--- config.mk ---
export PLATFORM = sky130hd
export DESIGN_NAME = psr_top
export DESIGN_NICKNAME = d
export VERILOG_FILES = /design/src/psr_pkg.sv /design/src/psr_sync.sv /design/src/psr_an_timer.sv /design/src/psr_top.sv
export SDC_FILE = /design/constraint.sdc
export NUM_CORES = 1
export LEC_CHECK = 0
export ABC_CLOCK_PERIOD_IN_PS = 1900
export BUFFER_PORTS_ARGS = -buffer_cell sky130_fd_sc_hd__buf_2
export CAP_MARGIN = 20
export CORE_UTILIZATION = 58
export DETAILED_ROUTE_END_ITERATION = 7
export PLACE_DENSITY = 0.79
export SLEW_MARGIN = 0
export SYNTH_ARGS = -nofsm -noshare
export SYNTH_HDL_FRONTEND = slang
export SYNTH_SLANG_ARGS = --single-unit
--- constraint.sdc ---
create_clock -name sys_clk -period 1.9 [get_ports sys_clk]
set_input_delay 0.38 -clock sys_clk [delete_from_list [all_inputs] [get_ports sys_clk]]
set_output_delay 0.38 -clock sys_clk [all_outputs]
set_load 0.02 [all_outputs]
--- src/psr_pkg.sv ---
package psr_pkg;
    localparam int REG_AW = 4;
    localparam int REG_DW = 16;
    // Register indices
    localparam logic [3:0] IDX_STATUS = 4'h1;
    localparam logic [3:0] IDX_IDENT_HI = 4'h2;
    localparam logic [3:0] IDX_IDENT_LO = 4'h3;
    localparam logic [3:0] IDX_CTRL = 4'h8;
    localparam logic [3:0] IDX_IRQ_STAT = 4'h9;
    localparam logic [3:0] IDX_IRQ_MASK = 4'ha;
    localparam logic [3:0] IDX_AN_STATE = 4'hb;
    // Fixed capability bits of the status word
    localparam logic [15:0] STATUS_FIXED = 16'h7809;
    // Status field positions
    localparam int BIT_AN_DONE = 5;
    localparam int BIT_RFAULT = 4;
    localparam int BIT_LINK = 2;
    localparam int BIT_JABBER = 1;
    // Ident field positions
    localparam int ID_OUI_LSB = 10;
    localparam int ID_MODEL_LSB = 4;
    // Ident reset values; arbitrary neutral values
    localparam logic [15:0] RST_IDENT_HI = 16'h1234;
    localparam logic [5:0] RST_OUI_LOW = 6'h15;
    localparam logic [5:0] RST_MODEL = 6'h2a;
    localparam logic [3:0] RST_REV = 4'h5;
    // Control register: bit 0 power down, bit 1 autoneg enable
    localparam int CTRL_PWR_DWN = 0;
    localparam int CTRL_AN_EN = 1;
    localparam logic [1:0] RST_CTRL = 2'h3;
    // Interrupt bits
    localparam int IRQ_AN_DONE = 0;
    localparam int IRQ_RFAULT = 1;
    localparam int IRQ_LINK_DOWN = 2;
    localparam int IRQ_JABBER = 3;
    localparam int IRQ_W = 4;
    // Autoneg time: two seconds, counted in ms at 25 MHz
    localparam int AN_TIME_MS = 2000;
    localparam int CLK_HZ = 25000000;
    localparam int AN_CYCLES = AN_TIME_MS * (CLK_HZ / 1000);
    typedef enum logic [1:0] {
        PSR_AN_OFF = 2'b00,
        PSR_AN_RUN = 2'b01,
        PSR_AN_DONE = 2'b11
    } psr_an_e;
    // Raw live conditions from the signal path
    typedef struct packed {
        logic link_up;
        logic remote_fault;
        logic jabber;
    } psr_cond_s;
endpackage : psr_pkg

--- src/psr_sync.sv ---
`timescale 1ns/1ns
// Two-flop synchroniser for pin-level inputs
module psr_sync #(
    parameter int W = 3
) (
    input wire logic sys_clk,
    input wire logic rst_n,
    input wire logic [W-1:0] d,
    output logic [W-1:0] q
);
    logic [W-1:0] meta;
    // First stage is read only by the second
    always_ff @(posedge sys_clk) begin
        if (!rst_n) begin
            meta <= '0;
            q <= '0;
        end else begin
            meta <= d;
            q <= meta;
        end
    end
endmodule : psr_sync

--- src/psr_an_timer.sv ---
`timescale 1ns/1ns
// Autoneg completion timer, restarts whenever enable or power drops
module psr_an_timer
    import psr_pkg::*;
#(
    parameter int CYCLES = AN_CYCLES
) (
    input wire logic sys_clk,
    input wire logic rst_n,
    input wire logic run,
    output logic done,
    output psr_an_e state
);
    logic [31:0] cnt;
    psr_an_e next_state;
    wire logic expired = (cnt >= 32'(CYCLES - 1));
    // Next state
    always_comb begin
        next_state = state;
        case (state)
            PSR_AN_OFF: if (run) next_state = PSR_AN_RUN;
            PSR_AN_RUN: begin
                if (!run) next_state = PSR_AN_OFF;
                else if (expired) next_state = PSR_AN_DONE;
            end
            PSR_AN_DONE: if (!run) next_state = PSR_AN_OFF;
            default: next_state = PSR_AN_OFF;
        endcase
    end
    always_ff @(posedge sys_clk) begin
        if (!rst_n) begin
            state <= PSR_AN_OFF;
            cnt <= '0;
        end else begin
            state <= next_state;
            cnt <= (state == PSR_AN_RUN) ? cnt + 32'h1 : '0;
        end
    end
    assign done = (state == PSR_AN_DONE);
    // no completion before the full time
    an_time_a: assert property (@(posedge sys_clk) disable iff (!rst_n)
        $rose(done) |-> $past(state) == PSR_AN_RUN && $past(cnt) == 32'(CYCLES - 1))
        else $error("autoneg completed early");
endmodule : psr_an_timer

--- src/psr_top.sv ---
// Added by the designer: strobed register access.
`timescale 1ns/1ns
// PHY status and identity register bank
module psr_top
    import psr_pkg::*;
#(
    parameter int AN_CYC = AN_CYCLES
) (
    input wire logic sys_clk,
    input wire logic rst_n,
    input wire logic [REG_AW-1:0] reg_addr,
    input wire logic [REG_DW-1:0] reg_wdata,
    input wire logic reg_wr,
    input wire logic reg_rd,
    output logic [REG_DW-1:0] reg_rdata,
    input wire psr_cond_s cond_pin,
    output logic irq
);
    psr_cond_s cond;
    logic [1:0] ctrl;
    logic [15:0] ident_hi;
    logic [15:0] ident_lo;
    logic rfault_lat;
    logic jabber_lat;
    logic link_lat;
    logic [IRQ_W-1:0] irq_stat;
    logic [IRQ_W-1:0] irq_mask;
    logic an_done;
    logic an_done_d;
    logic link_d;
    psr_an_e an_state;

    // Live conditions come from the analog side, so synchronise
    psr_sync #(.W(3)) u_sync (
        .sys_clk(sys_clk),
        .rst_n(rst_n),
        .d(cond_pin),
        .q(cond)
    );

    // Autoneg runs only when enabled and out of power down
    wire logic an_run = ctrl[CTRL_AN_EN] && !ctrl[CTRL_PWR_DWN];
    psr_an_timer #(.CYCLES(AN_CYC)) u_an (
        .sys_clk(sys_clk),
        .rst_n(rst_n),
        .run(an_run),
        .done(an_done),
        .state(an_state)
    );

    // Address decode
    // register indices
    wire logic hit_status = (reg_addr == IDX_STATUS);
    wire logic hit_id_hi = (reg_addr == IDX_IDENT_HI);
    wire logic hit_id_lo = (reg_addr == IDX_IDENT_LO);
    wire logic hit_ctrl = (reg_addr == IDX_CTRL);
    wire logic hit_istat = (reg_addr == IDX_IRQ_STAT);
    wire logic hit_imask = (reg_addr == IDX_IRQ_MASK);
    wire logic hit_anst = (reg_addr == IDX_AN_STATE);
    wire logic status_read = reg_rd && hit_status;

    // Status word assembly
    // constant bits; reserved reads zero
    wire logic [15:0] status_word = STATUS_FIXED
        | (16'(an_done) << BIT_AN_DONE)
        | (16'(rfault_lat) << BIT_RFAULT)
        | (16'(link_lat) << BIT_LINK)
        | (16'(jabber_lat) << BIT_JABBER);

    // Read mux; unmapped indices read zero
    wire logic [15:0] next_rdata =
        hit_status ? status_word :
        hit_id_hi ? ident_hi :
        hit_id_lo ? ident_lo :
        hit_ctrl ? {14'h0, ctrl} :
        hit_istat ? {12'h0, irq_stat} :
        hit_imask ? {12'h0, irq_mask} :
        hit_anst ? {14'h0, an_state} : 16'h0;

    // Interrupt events: sets win over write-one clears
    wire logic [IRQ_W-1:0] irq_evt = {
        cond.jabber & ~jabber_lat,
        link_d & ~cond.link_up,
        cond.remote_fault & ~rfault_lat,
        an_done & ~an_done_d
    };
    wire logic [IRQ_W-1:0] irq_clr = (reg_wr && hit_istat) ? reg_wdata[IRQ_W-1:0] : '0;

    // Read data stands only in the cycle after the strobe
    always_ff @(posedge sys_clk) begin
        if (!rst_n) reg_rdata <= '0;
        else reg_rdata <= reg_rd ? next_rdata : 16'h0;
    end

    // Latching indicators: a read releases them to live value
    // fault and jabber latch high until read, link latches low
    always_ff @(posedge sys_clk) begin
        if (!rst_n) begin
            rfault_lat <= 1'b0;
            jabber_lat <= 1'b0;
            link_lat <= 1'b0;
        end else if (status_read) begin
            rfault_lat <= cond.remote_fault;
            jabber_lat <= cond.jabber;
            link_lat <= cond.link_up;
        end else begin
            rfault_lat <= rfault_lat | cond.remote_fault;
            jabber_lat <= jabber_lat | cond.jabber;
            link_lat <= link_lat & cond.link_up;
        end
    end

    // Previous live link level, for the link-down interrupt event
    // link delayed one cycle, no read needed
    always_ff @(posedge sys_clk) begin
        if (!rst_n) link_d <= 1'b0;
        else link_d <= cond.link_up;
    end

    // Ident registers are writable so firmware may override
    // ident fields
    always_ff @(posedge sys_clk) begin
        if (!rst_n) begin
            ident_hi <= RST_IDENT_HI;
            ident_lo <= {RST_OUI_LOW, RST_MODEL, RST_REV};
        end else begin
            if (reg_wr && hit_id_hi) ident_hi <= reg_wdata;
            if (reg_wr && hit_id_lo) ident_lo <= reg_wdata;
        end
    end

    // Control and interrupt registers
    always_ff @(posedge sys_clk) begin
        if (!rst_n) begin
            ctrl <= RST_CTRL;
            irq_mask <= '0;
            irq_stat <= '0;
            an_done_d <= 1'b0;
        end else begin
            if (reg_wr && hit_ctrl) ctrl <= reg_wdata[1:0];
            if (reg_wr && hit_imask) irq_mask <= reg_wdata[IRQ_W-1:0];
            irq_stat <= (irq_stat & ~irq_clr) | irq_evt;
            an_done_d <= an_done;
        end
    end

    assign irq = |(irq_stat & irq_mask);

    // Status word as read back, one cycle after the strobe
    // Fixed bits are checked on the data, so a wrong mux index shows up too
    // capability bits as read
    caps_fixed_a: assert property (@(posedge sys_clk) disable iff (!rst_n)
        $past(status_read) |-> reg_rdata[15:9] == 7'h3c && reg_rdata[3] && reg_rdata[0])
        else $error("capability bits wrong");
    modes_zero_a: assert property (@(posedge sys_clk) disable iff (!rst_n)
        status_read |=> !reg_rdata[15] && !reg_rdata[10] && !reg_rdata[9])
        else $error("unsupported mode read as able");
    resv_zero_a: assert property (@(posedge sys_clk) disable iff (!rst_n)
        status_read |=> reg_rdata[8:6] == 3'h0)
        else $error("reserved status bits set");
    an_bit_a: assert property (@(posedge sys_clk) disable iff (!rst_n)
        status_read |=> reg_rdata[BIT_AN_DONE] == $past(an_done))
        else $error("autoneg bit mismatch");
    an_able_a: assert property (@(posedge sys_clk) disable iff (!rst_n)
        status_read |=> reg_rdata[3])
        else $error("autoneg ability bit clear");
    ext_cap_a: assert property (@(posedge sys_clk) disable iff (!rst_n)
        status_read |=> reg_rdata[0])
        else $error("extended capability bit clear");
    four_caps_a: assert property (@(posedge sys_clk) disable iff (!rst_n)
        status_read |=> reg_rdata[14:11] == 4'hf)
        else $error("supported mode read as unable");
    rfault_bit_a: assert property (@(posedge sys_clk) disable iff (!rst_n)
        status_read |=> reg_rdata[BIT_RFAULT] == $past(rfault_lat))
        else $error("remote fault bit mismatch");
    link_bit_a: assert property (@(posedge sys_clk) disable iff (!rst_n)
        status_read |=> reg_rdata[BIT_LINK] == $past(link_lat))
        else $error("link bit mismatch");
    jabber_bit_a: assert property (@(posedge sys_clk) disable iff (!rst_n)
        status_read |=> reg_rdata[BIT_JABBER] == $past(jabber_lat))
        else $error("jabber bit mismatch");

    // Latching indicators
    // The read edge reloads live values, so an event in that cycle is kept
    // remote fault held
    rfault_hold_a: assert property (@(posedge sys_clk) disable iff (!rst_n)
        rfault_lat && !status_read |=> rfault_lat)
        else $error("remote fault lost before read");
    rfault_set_a: assert property (@(posedge sys_clk) disable iff (!rst_n)
        cond.remote_fault |=> rfault_lat)
        else $error("remote fault not latched");
    jabber_set_a: assert property (@(posedge sys_clk) disable iff (!rst_n)
        cond.jabber |=> jabber_lat)
        else $error("jabber not latched");
    jabber_hold_a: assert property (@(posedge sys_clk) disable iff (!rst_n)
        jabber_lat && !status_read |=> jabber_lat)
        else $error("jabber lost before read");
    link_hold_a: assert property (@(posedge sys_clk) disable iff (!rst_n)
        !link_lat && !status_read |=> !link_lat)
        else $error("link rose without a read");
    link_drop_a: assert property (@(posedge sys_clk) disable iff (!rst_n)
        !cond.link_up |=> !link_lat)
        else $error("link drop not latched");
    rfault_rd_a: assert property (@(posedge sys_clk) disable iff (!rst_n)
        status_read |=> rfault_lat == $past(cond.remote_fault))
        else $error("remote fault not reloaded by read");
    jabber_rd_a: assert property (@(posedge sys_clk) disable iff (!rst_n)
        status_read |=> jabber_lat == $past(cond.jabber))
        else $error("jabber not reloaded by read");
    link_rd_a: assert property (@(posedge sys_clk) disable iff (!rst_n)
        status_read |=> link_lat == $past(cond.link_up))
        else $error("link not reloaded by read");

    // Identity registers
    // ident write takes
    ident_wr_a: assert property (@(posedge sys_clk) disable iff (!rst_n)
        reg_wr && hit_id_hi |=> ident_hi == $past(reg_wdata))
        else $error("ident high write lost");
    ident_hi_rd_a: assert property (@(posedge sys_clk) disable iff (!rst_n)
        reg_rd && reg_addr == 4'h2 |=> reg_rdata == $past(ident_hi))
        else $error("ident high read wrong");
    ident_hi_hold_a: assert property (@(posedge sys_clk) disable iff (!rst_n)
        !(reg_wr && hit_id_hi) |=> $stable(ident_hi))
        else $error("ident high changed without a write");
    ident_rd_a: assert property (@(posedge sys_clk) disable iff (!rst_n)
        reg_rd && hit_id_lo |=> reg_rdata == $past(ident_lo))
        else $error("ident low read wrong");
    ident_lo_wr_a: assert property (@(posedge sys_clk) disable iff (!rst_n)
        reg_wr && hit_id_lo |=> ident_lo == $past(reg_wdata))
        else $error("ident low write lost");
    ident_lo_hold_a: assert property (@(posedge sys_clk) disable iff (!rst_n)
        !(reg_wr && hit_id_lo) |=> $stable(ident_lo))
        else $error("ident low changed without a write");
    oui_field_a: assert property (@(posedge sys_clk) disable iff (!rst_n)
        reg_rd && hit_id_lo |=> reg_rdata[15:ID_OUI_LSB] == $past(ident_lo[15:ID_OUI_LSB]))
        else $error("OUI field read wrong");
    model_field_a: assert property (@(posedge sys_clk) disable iff (!rst_n)
        reg_rd && hit_id_lo |=> reg_rdata[ID_OUI_LSB-1:ID_MODEL_LSB] == $past(ident_lo[ID_OUI_LSB-1:ID_MODEL_LSB]))
        else $error("model field read wrong");
    rev_field_a: assert property (@(posedge sys_clk) disable iff (!rst_n)
        reg_rd && hit_id_lo |=> reg_rdata[ID_MODEL_LSB-1:0] == $past(ident_lo[ID_MODEL_LSB-1:0]))
        else $error("revision field read wrong");

    // Read-only words and autoneg
    // status write ignored
    status_wr_a: assert property (@(posedge sys_clk) disable iff (!rst_n)
        reg_wr && hit_status |=> $stable(ident_hi) && $stable(ident_lo) && $stable(ctrl))
        else $error("status write changed a register");
    an_off_a: assert property (@(posedge sys_clk) disable iff (!rst_n)
        !an_run |=> !an_done)
        else $error("autoneg done while stopped");
    an_stay_a: assert property (@(posedge sys_clk) disable iff (!rst_n)
        an_done && an_run |=> an_done)
        else $error("autoneg done dropped while running");
    an_state_rd_a: assert property (@(posedge sys_clk) disable iff (!rst_n)
        reg_rd && hit_anst |=> reg_rdata[15:2] == 14'h0)
        else $error("autoneg state read wrong");
    an_run_state_a: assert property (@(posedge sys_clk) disable iff (!rst_n)
        an_run |=> an_state != PSR_AN_OFF)
        else $error("autoneg did not start");
    an_idle_a: assert property (@(posedge sys_clk) disable iff (!rst_n)
        an_state == PSR_AN_OFF |=> !an_done)
        else $error("autoneg done without running");

    // Read port and interrupt bookkeeping
    // Set wins over a write-one clear so no event slips between polls
    // Read data for one cycle only
    rdata_idle_a: assert property (@(posedge sys_clk) disable iff (!rst_n)
        !reg_rd |=> reg_rdata == 16'h0)
        else $error("read data outside its cycle");
    // Unmapped indices 4 to 7 read zero
    unmapped_rd_a: assert property (@(posedge sys_clk) disable iff (!rst_n)
        reg_rd && reg_addr[3:2] == 2'h1 |=> reg_rdata == 16'h0)
        else $error("unmapped index read nonzero");
    // Control write takes
    ctrl_wr_a: assert property (@(posedge sys_clk) disable iff (!rst_n)
        reg_wr && hit_ctrl |=> ctrl == $past(reg_wdata[1:0]))
        else $error("control write lost");
    // Mask write takes
    mask_wr_a: assert property (@(posedge sys_clk) disable iff (!rst_n)
        reg_wr && hit_imask |=> irq_mask == $past(reg_wdata[IRQ_W-1:0]))
        else $error("mask write lost");
    // Status bits sticky without a clear
    irq_sticky_a: assert property (@(posedge sys_clk) disable iff (!rst_n)
        !(reg_wr && hit_istat) |=> (irq_stat & $past(irq_stat)) == $past(irq_stat))
        else $error("interrupt status lost without a clear");
    // Write one clears when nothing new
    irq_w1c_a: assert property (@(posedge sys_clk) disable iff (!rst_n)
        reg_wr && hit_istat && irq_evt == 4'h0 |=> (irq_stat & $past(reg_wdata[IRQ_W-1:0])) == 4'h0)
        else $error("interrupt status not cleared");
    // Events win over a clear in the same cycle
    irq_set_a: assert property (@(posedge sys_clk) disable iff (!rst_n)
        irq_evt != 4'h0 |=> (irq_stat & $past(irq_evt)) == $past(irq_evt))
        else $error("interrupt event lost");
    an_irq_a: assert property (@(posedge sys_clk) disable iff (!rst_n)
        $rose(an_done) |=> irq_stat[IRQ_AN_DONE])
        else $error("autoneg interrupt missing");
    link_irq_a: assert property (@(posedge sys_clk) disable iff (!rst_n)
        $fell(cond.link_up) |=> irq_stat[IRQ_LINK_DOWN])
        else $error("link interrupt missing");
    rfault_irq_a: assert property (@(posedge sys_clk) disable iff (!rst_n)
        cond.remote_fault && !rfault_lat |=> irq_stat[IRQ_RFAULT])
        else $error("remote fault interrupt missing");
    jabber_irq_a: assert property (@(posedge sys_clk) disable iff (!rst_n)
        cond.jabber && !jabber_lat |=> irq_stat[IRQ_JABBER])
        else $error("jabber interrupt missing");
    // Masked events keep the line low
    irq_quiet_a: assert property (@(posedge sys_clk) disable iff (!rst_n)
        irq_mask == 4'h0 |-> !irq)
        else $error("interrupt raised while masked");
    // Unmasked event drives the line
    irq_line_a: assert property (@(posedge sys_clk) disable iff (!rst_n)
        (irq_stat & irq_mask) != 4'h0 |-> irq)
        else $error("interrupt line low with a pending event");
endmodule : psr_top

Yosys cells after proc, flatten, opt, wreduce, memory -nomap -nowiden --
Index checks and enable logic that the tools add are counted.
Storage, ports and cells: ROM bits 0, output and inout bits 17, latch bits 0, memory bits (writable) 0, flip-flop bits (word level) 103, word-level logic and storage cells 76, memories kept 0, input port bits 27
Cells by class: shift-type cells 0, div/mod/pow operators 0, equality and inequality tests 12, order comparisons 1, reduce and logical (&&, ||, !) cells 13, multiply operators 0, bitwise operators 18, muxes and demuxes 16, $add $sub $neg 1
Operator list (count):
- 16-bit two-way mux | 3
- 32-bit by 1-bit adder with 32-bit output (second input constant) | 1
- 32-bit by 26-bit greater-or-equal comparator with 1-bit output (second input constant) | 1
- 4-bit == test (second input constant) | 4
- 4-bit two-way mux | 4
- 15-bit by 2-bit OR with 15-bit output | 1
- 15-bit by 3-bit OR with 15-bit output | 1
- 15-bit by 5-bit OR with 15-bit output | 1
- 2-bit two-way mux | 5
- 4-bit AND | 2
- 4-bit by 2-bit == test with 1-bit output (second input constant) | 2
- 1-bit logical AND | 7
- 2-bit one-hot mux with 3 select lines | 1
- 1-bit AND | 5
- 4-bit by 1-bit == test with 1-bit output (second input constant) | 1
- 1-bit NOT | 4
- 4-bit NOT | 1
- 4-bit OR | 1
- 2-bit AND reduction | 2
- 4-bit OR reduction | 1
- 1-bit two-way mux | 3
- 3-bit != test (second input constant) | 1
- 3-bit AND reduction | 1
- 2-bit by 1-bit == test with 1-bit output (second input constant) | 1
- other kinds (6) | 7

Longest topological paths before layout --
depth in word-level cells 8, depth in mapped cells 8, depth with buffers taken out 6

By module --
A second synthesis with hierarchy kept.
Unflattened totals: cell total of the unflattened synthesis 507, area total of the unflattened synthesis 4390.5 um^2
Modules (own cells, without submodules):
- psr_top | area each 2616.3 um^2, cells each 300, times used 1, seq. area each 1261.2 um^2
- psr_an_timer | area each 1616.6 um^2, cells each 195, times used 1, seq. area each 680.7 um^2
- psr_sync | area each 157.7 um^2, cells each 12, times used 1, seq. area each 120.1 um^2

Worst setup path after synthesis --
OpenSTA, ideal clock, no wires.
kind input port to flip-flop, start input reg_addr[0], end register ident_hi[11], path buffers 3, required time 1824 ps, slack 208 ps, arrival time 1616 ps, setup time 76 ps, stages 8, cell sequence buf_2 > nand2b_1 > nor3_4 > and2_1 > buf_2 > buf_4 > nand2_1 > a21boi_0
On the way: cells in the longest elaborated chain, start to end 2
Ends and longest elaborated chain:
- start, declared | line psr_top.sv:11 | input wire logic [REG_AW-1:0] reg_addr,
- 4-bit by 2-bit == test with 1-bit output | line psr_top.sv:54 | wire logic hit_id_hi = (reg_addr == IDX_IDENT_HI);
- 1-bit logical AND | line psr_top.sv:127 | if (reg_wr && hit_id_hi) ident_hi <= reg_wdata;
- end signal, assigned | line psr_top.sv:127
- end, declared | line psr_top.sv:21 | logic [15:0] ident_hi;
No other way between the ends. A chain may end at the register's enable or synchronous reset.

Final worst setup path --
start register u_an.cnt[0], end register u_an.cnt[30]
On the way: cells in the longest elaborated chain, start to end 1
Ends and longest elaborated chain:
- start, declared | line psr_an_timer.sv:14 | logic [31:0] cnt;
- start signal, assigned | line psr_an_timer.sv:36 | cnt <= (state == PSR_AN_RUN) ? cnt + 32'h1 : '0;
- 32-bit by 1-bit adder with 32-bit output | line psr_an_timer.sv:36
No other way between the ends.

==> impl_metrics.tcl <==
set metrics [dict create \
    status "completed" \
    core_mm2 0.00691 \
    min_period_ns 1.75 \
    path_clk_slew_ns 0.10 \
    dr.pass1.iters 5 \
    start_util 0.610 \
    crit_fanout 5 \
    leakage_nw 1.82 \
    cp-start-kind "flop" \
    finish.utilization 0.689 \
    power_density_mw_per_mm2 769 \
    relSlewSlack 0.608 \
    seq_area_frac_synth 0.490 \
    post_cts_resized 0 \
    synth_cell_type_count 51 \
    drive_above_1_share 0.173 \
    hp-start "cond_pin[1]" \
    via_per_inst 5.41 \
    setup_tns_ns 0 \
    synthCells 481 \
    grt_pass1_wl_um 14400 \
    multi_input_area_mm2 0.00200 \
    cp.required_ns 2.18 \
    syn-num-nets 509 \
    nets 554 \
    peakVddDrop_v 0.000618 \
    cp_data_arrival_time_ns 2.03 \
    worstSetupPathType "reg -> reg" \
    cts_tree "built" \
    maxCapViolCount 0 \
    routed_wl_um 8590 \
    dp_slack_ns 0.144 \
    grt_pass1_vias 3115 \
    overflow 0 \
    ys.flop_type "dfxtp_1" \
    worst_slew_pin_slew_ns 0.588 \
    max_freq_mhz 572 \
    gp_congestion 0.833 \
    fill_cells 597 \
    ios 44 \
    syn_area_mm2 0.00421 \
    clock_skew_ns 0.00786 \
    grt_max_degree 33 \
    yosysWarnings 0 \
    grtUsageTotal 0.244 \
    finalCritPeriodShare 0.920 \
    slew_violations 0 \
    drc 0 \
    async_reset_ff_frac 0 \
    whs_ns 0.229 \
    hp-class "in -> reg" \
    root_buffer "clkbuf_8" \
    antenna_found_initial 0 \
    clock_sinks 103 \
    synth_area_per_cell_um2 8.76 \
    die_w_um 87.2 \
    clock_latency_ns 0.35 \
    setup_violations 0 \
    setup_ws_ns 0.151 \
    reg2reg_from "u_an.cnt[0]" \
    regArea_mm2 0.00206 \
    area_growth_pct 13.1 \
    synth_edf_count 0 \
    rows 30 \
    p_total_w 0.00366 \
    cp-end-kind "flop" \
    die_y_um 87.2 \
    vias 3395 \
    postCtsSetupBuffers 0 \
    startpoint "u_an.cnt[0]" \
    numPortBuffers 43 \
    numCtsBuffers 9 \
    clk_path_buf_depth 2 \
    wl_per_cell_um 13.7 \
    r2r_slack_ns 0.15 \
    hold_viol 0 \
    antenna_cells 0 \
    rsz0062_at_grt "false" \
    synth_seq_cells 103 \
    drt-initial-drc-count 260 \
    cts_hold_buffers 0 \
    floorplan.die_area_mm2 0.00761 \
    drtAntennaViolNets 0 \
    htree_levels 3 \
    hpwl_um 6040 \
]
-- flip-flops by register name, indices dropped and copies added, names as in the netlist --
| signal | count |
|---|---|
| link_lat | 1 |
| u_sync.meta | 3 |
| an_done_d | 1 |
| u_sync.q | 3 |
| u_an.state | 2 |
| link_d | 1 |
| rfault_lat | 1 |
| ident_lo | 16 |
| reg_rdata | 16 |
| ident_hi | 16 |
| irq_mask | 4 |
| jabber_lat | 1 |
| u_an.cnt | 32 |
| ctrl | 2 |
| irq_stat | 4 |
-- cell families (layout without fill, tap and decap cells) --
group / count (synthesis) / in the layout / share of synthesized area
AO/OA/AOI/OAI: 74 / 74 / 0.122
adder cells (fa/ha/maj): 1 / 1 / 0.00297
XOR/XNOR: 28 / 28 / 0.0582
flip-flops: 103 / 103 / 0.490
buffers and inverters: 35 / 85 / 0.0354
AND/OR/NAND/NOR: 235 / 235 / 0.277
multiplexers: 5 / 5 / 0.0152
-- path summary, 6_finish.rpt --
| kind | cells after the start | end |
|---|---|---|
| hold reg to reg | 1 | u_sync.q[2] |
| hold / removal | 2 | u_sync.meta[1] |
| setup reg to reg | 6 | u_an.cnt[30] |
| setup / recovery | 6 | u_an.cnt[30] |
-- metal layers --
layer,GRT usage,up-vias,wire length (um)
met2,0.386,88,3990
li1,-,1715,-
met5,0,-,0
met3,0.0483,7,467
met4,0.0686,0,57
met1,0.340,1585,4080
-- cell usage after synthesis (all sizes together) (3+ instances only) --
library cell / count / area [um2]
dfxtp: 103 / 2060
nand2: 93 / 349
nor2: 50 / 188
nand3: 29 / 163
a21boi: 26 / 195
xor2: 20 / 175
clkbuf: 19 / 71.3
a21oi: 13 / 65.1
and2: 11 / 68.8
o21ai: 10 / 50.1
a22oi: 9 / 67.6
inv: 9 / 33.8
nand4: 9 / 71.3
nor2b: 9 / 56.3
xnor2: 8 / 70.1
buf: 7 / 43.8
nor3: 7 / 51.3
a221oi: 5 / 43.8
and3: 5 / 32.5
nor4: 5 / 61.3
or3: 4 / 25.0
mux2i: 3 / 30.0
o21a: 3 / 22.5
or2: 3 / 18.8
-- stage by stage --
step,instance area [um2],std cells
after floorplan,4210,481
after global placement,4570,611
after CTS,4760,627
after detailed placement,4570,611
final,4760,627
after global routing,4760,627
-- cells in the final DEF, fill, tap and decap left out, types with 2 or more instances in the layout --
cell      Yosys  routed
or3_1         4       4
nor2b_1       9       9
inv_1         9       9
a21oi_1      13      13
xor2_1       20      20
and4_2        2       2
dfxtp_1     103     103
and3_1        4       4
nand2b_1      2       2
and2_1       11      11
nand4b_1      2       2
nor3_1        5       5
clkinv_4      0       4
mux2i_1       3       3
nor2_1       50      50
nand2_1      93      93
a21boi_0     25      25
or2_2         3       3
a22oi_1       9       9
nand4_1       8       8
nand3b_1      2       2
nand3_1      27      27
nor4_4        2       2
inv_6         0       2
buf_2         5      43
xnor2_1       8       8
clkbuf_8      0      10
nor4_1        3       3
o21a_1        3       3
a221oi_1      5       5
o21ai_0      10      10
buf_4         1      16
-- report_power, final --
group          total, W  switching [W]  leakage [nW]  internal (W)
Sequential      0.00220      0.0000153         0.833       0.00219
Clock           0.00127       0.000741        0.0974      0.000531
Combinational  0.000190       0.000111         0.888     0.0000790
-- critical path, cell delays in order, from the launching register on --
cell and delay (ns):
dfxtp_1 0.41, ha_1 0.24, nand2_1 0.14, nor4_4 0.25, nand3_2 0.16, or3_1 0.32
a21oi_1 0.16
-- final cells by class --
type,instances,area share
flip-flops and latches,103,0.433
clock inverters,6,0.0110
clock buffers,10,0.0289
repair buffers,60,0.0746
well taps,96,0.0252
inverters,9,0.00709
multi-input cells,343,0.420
Power figures use the tool's default switching activity.
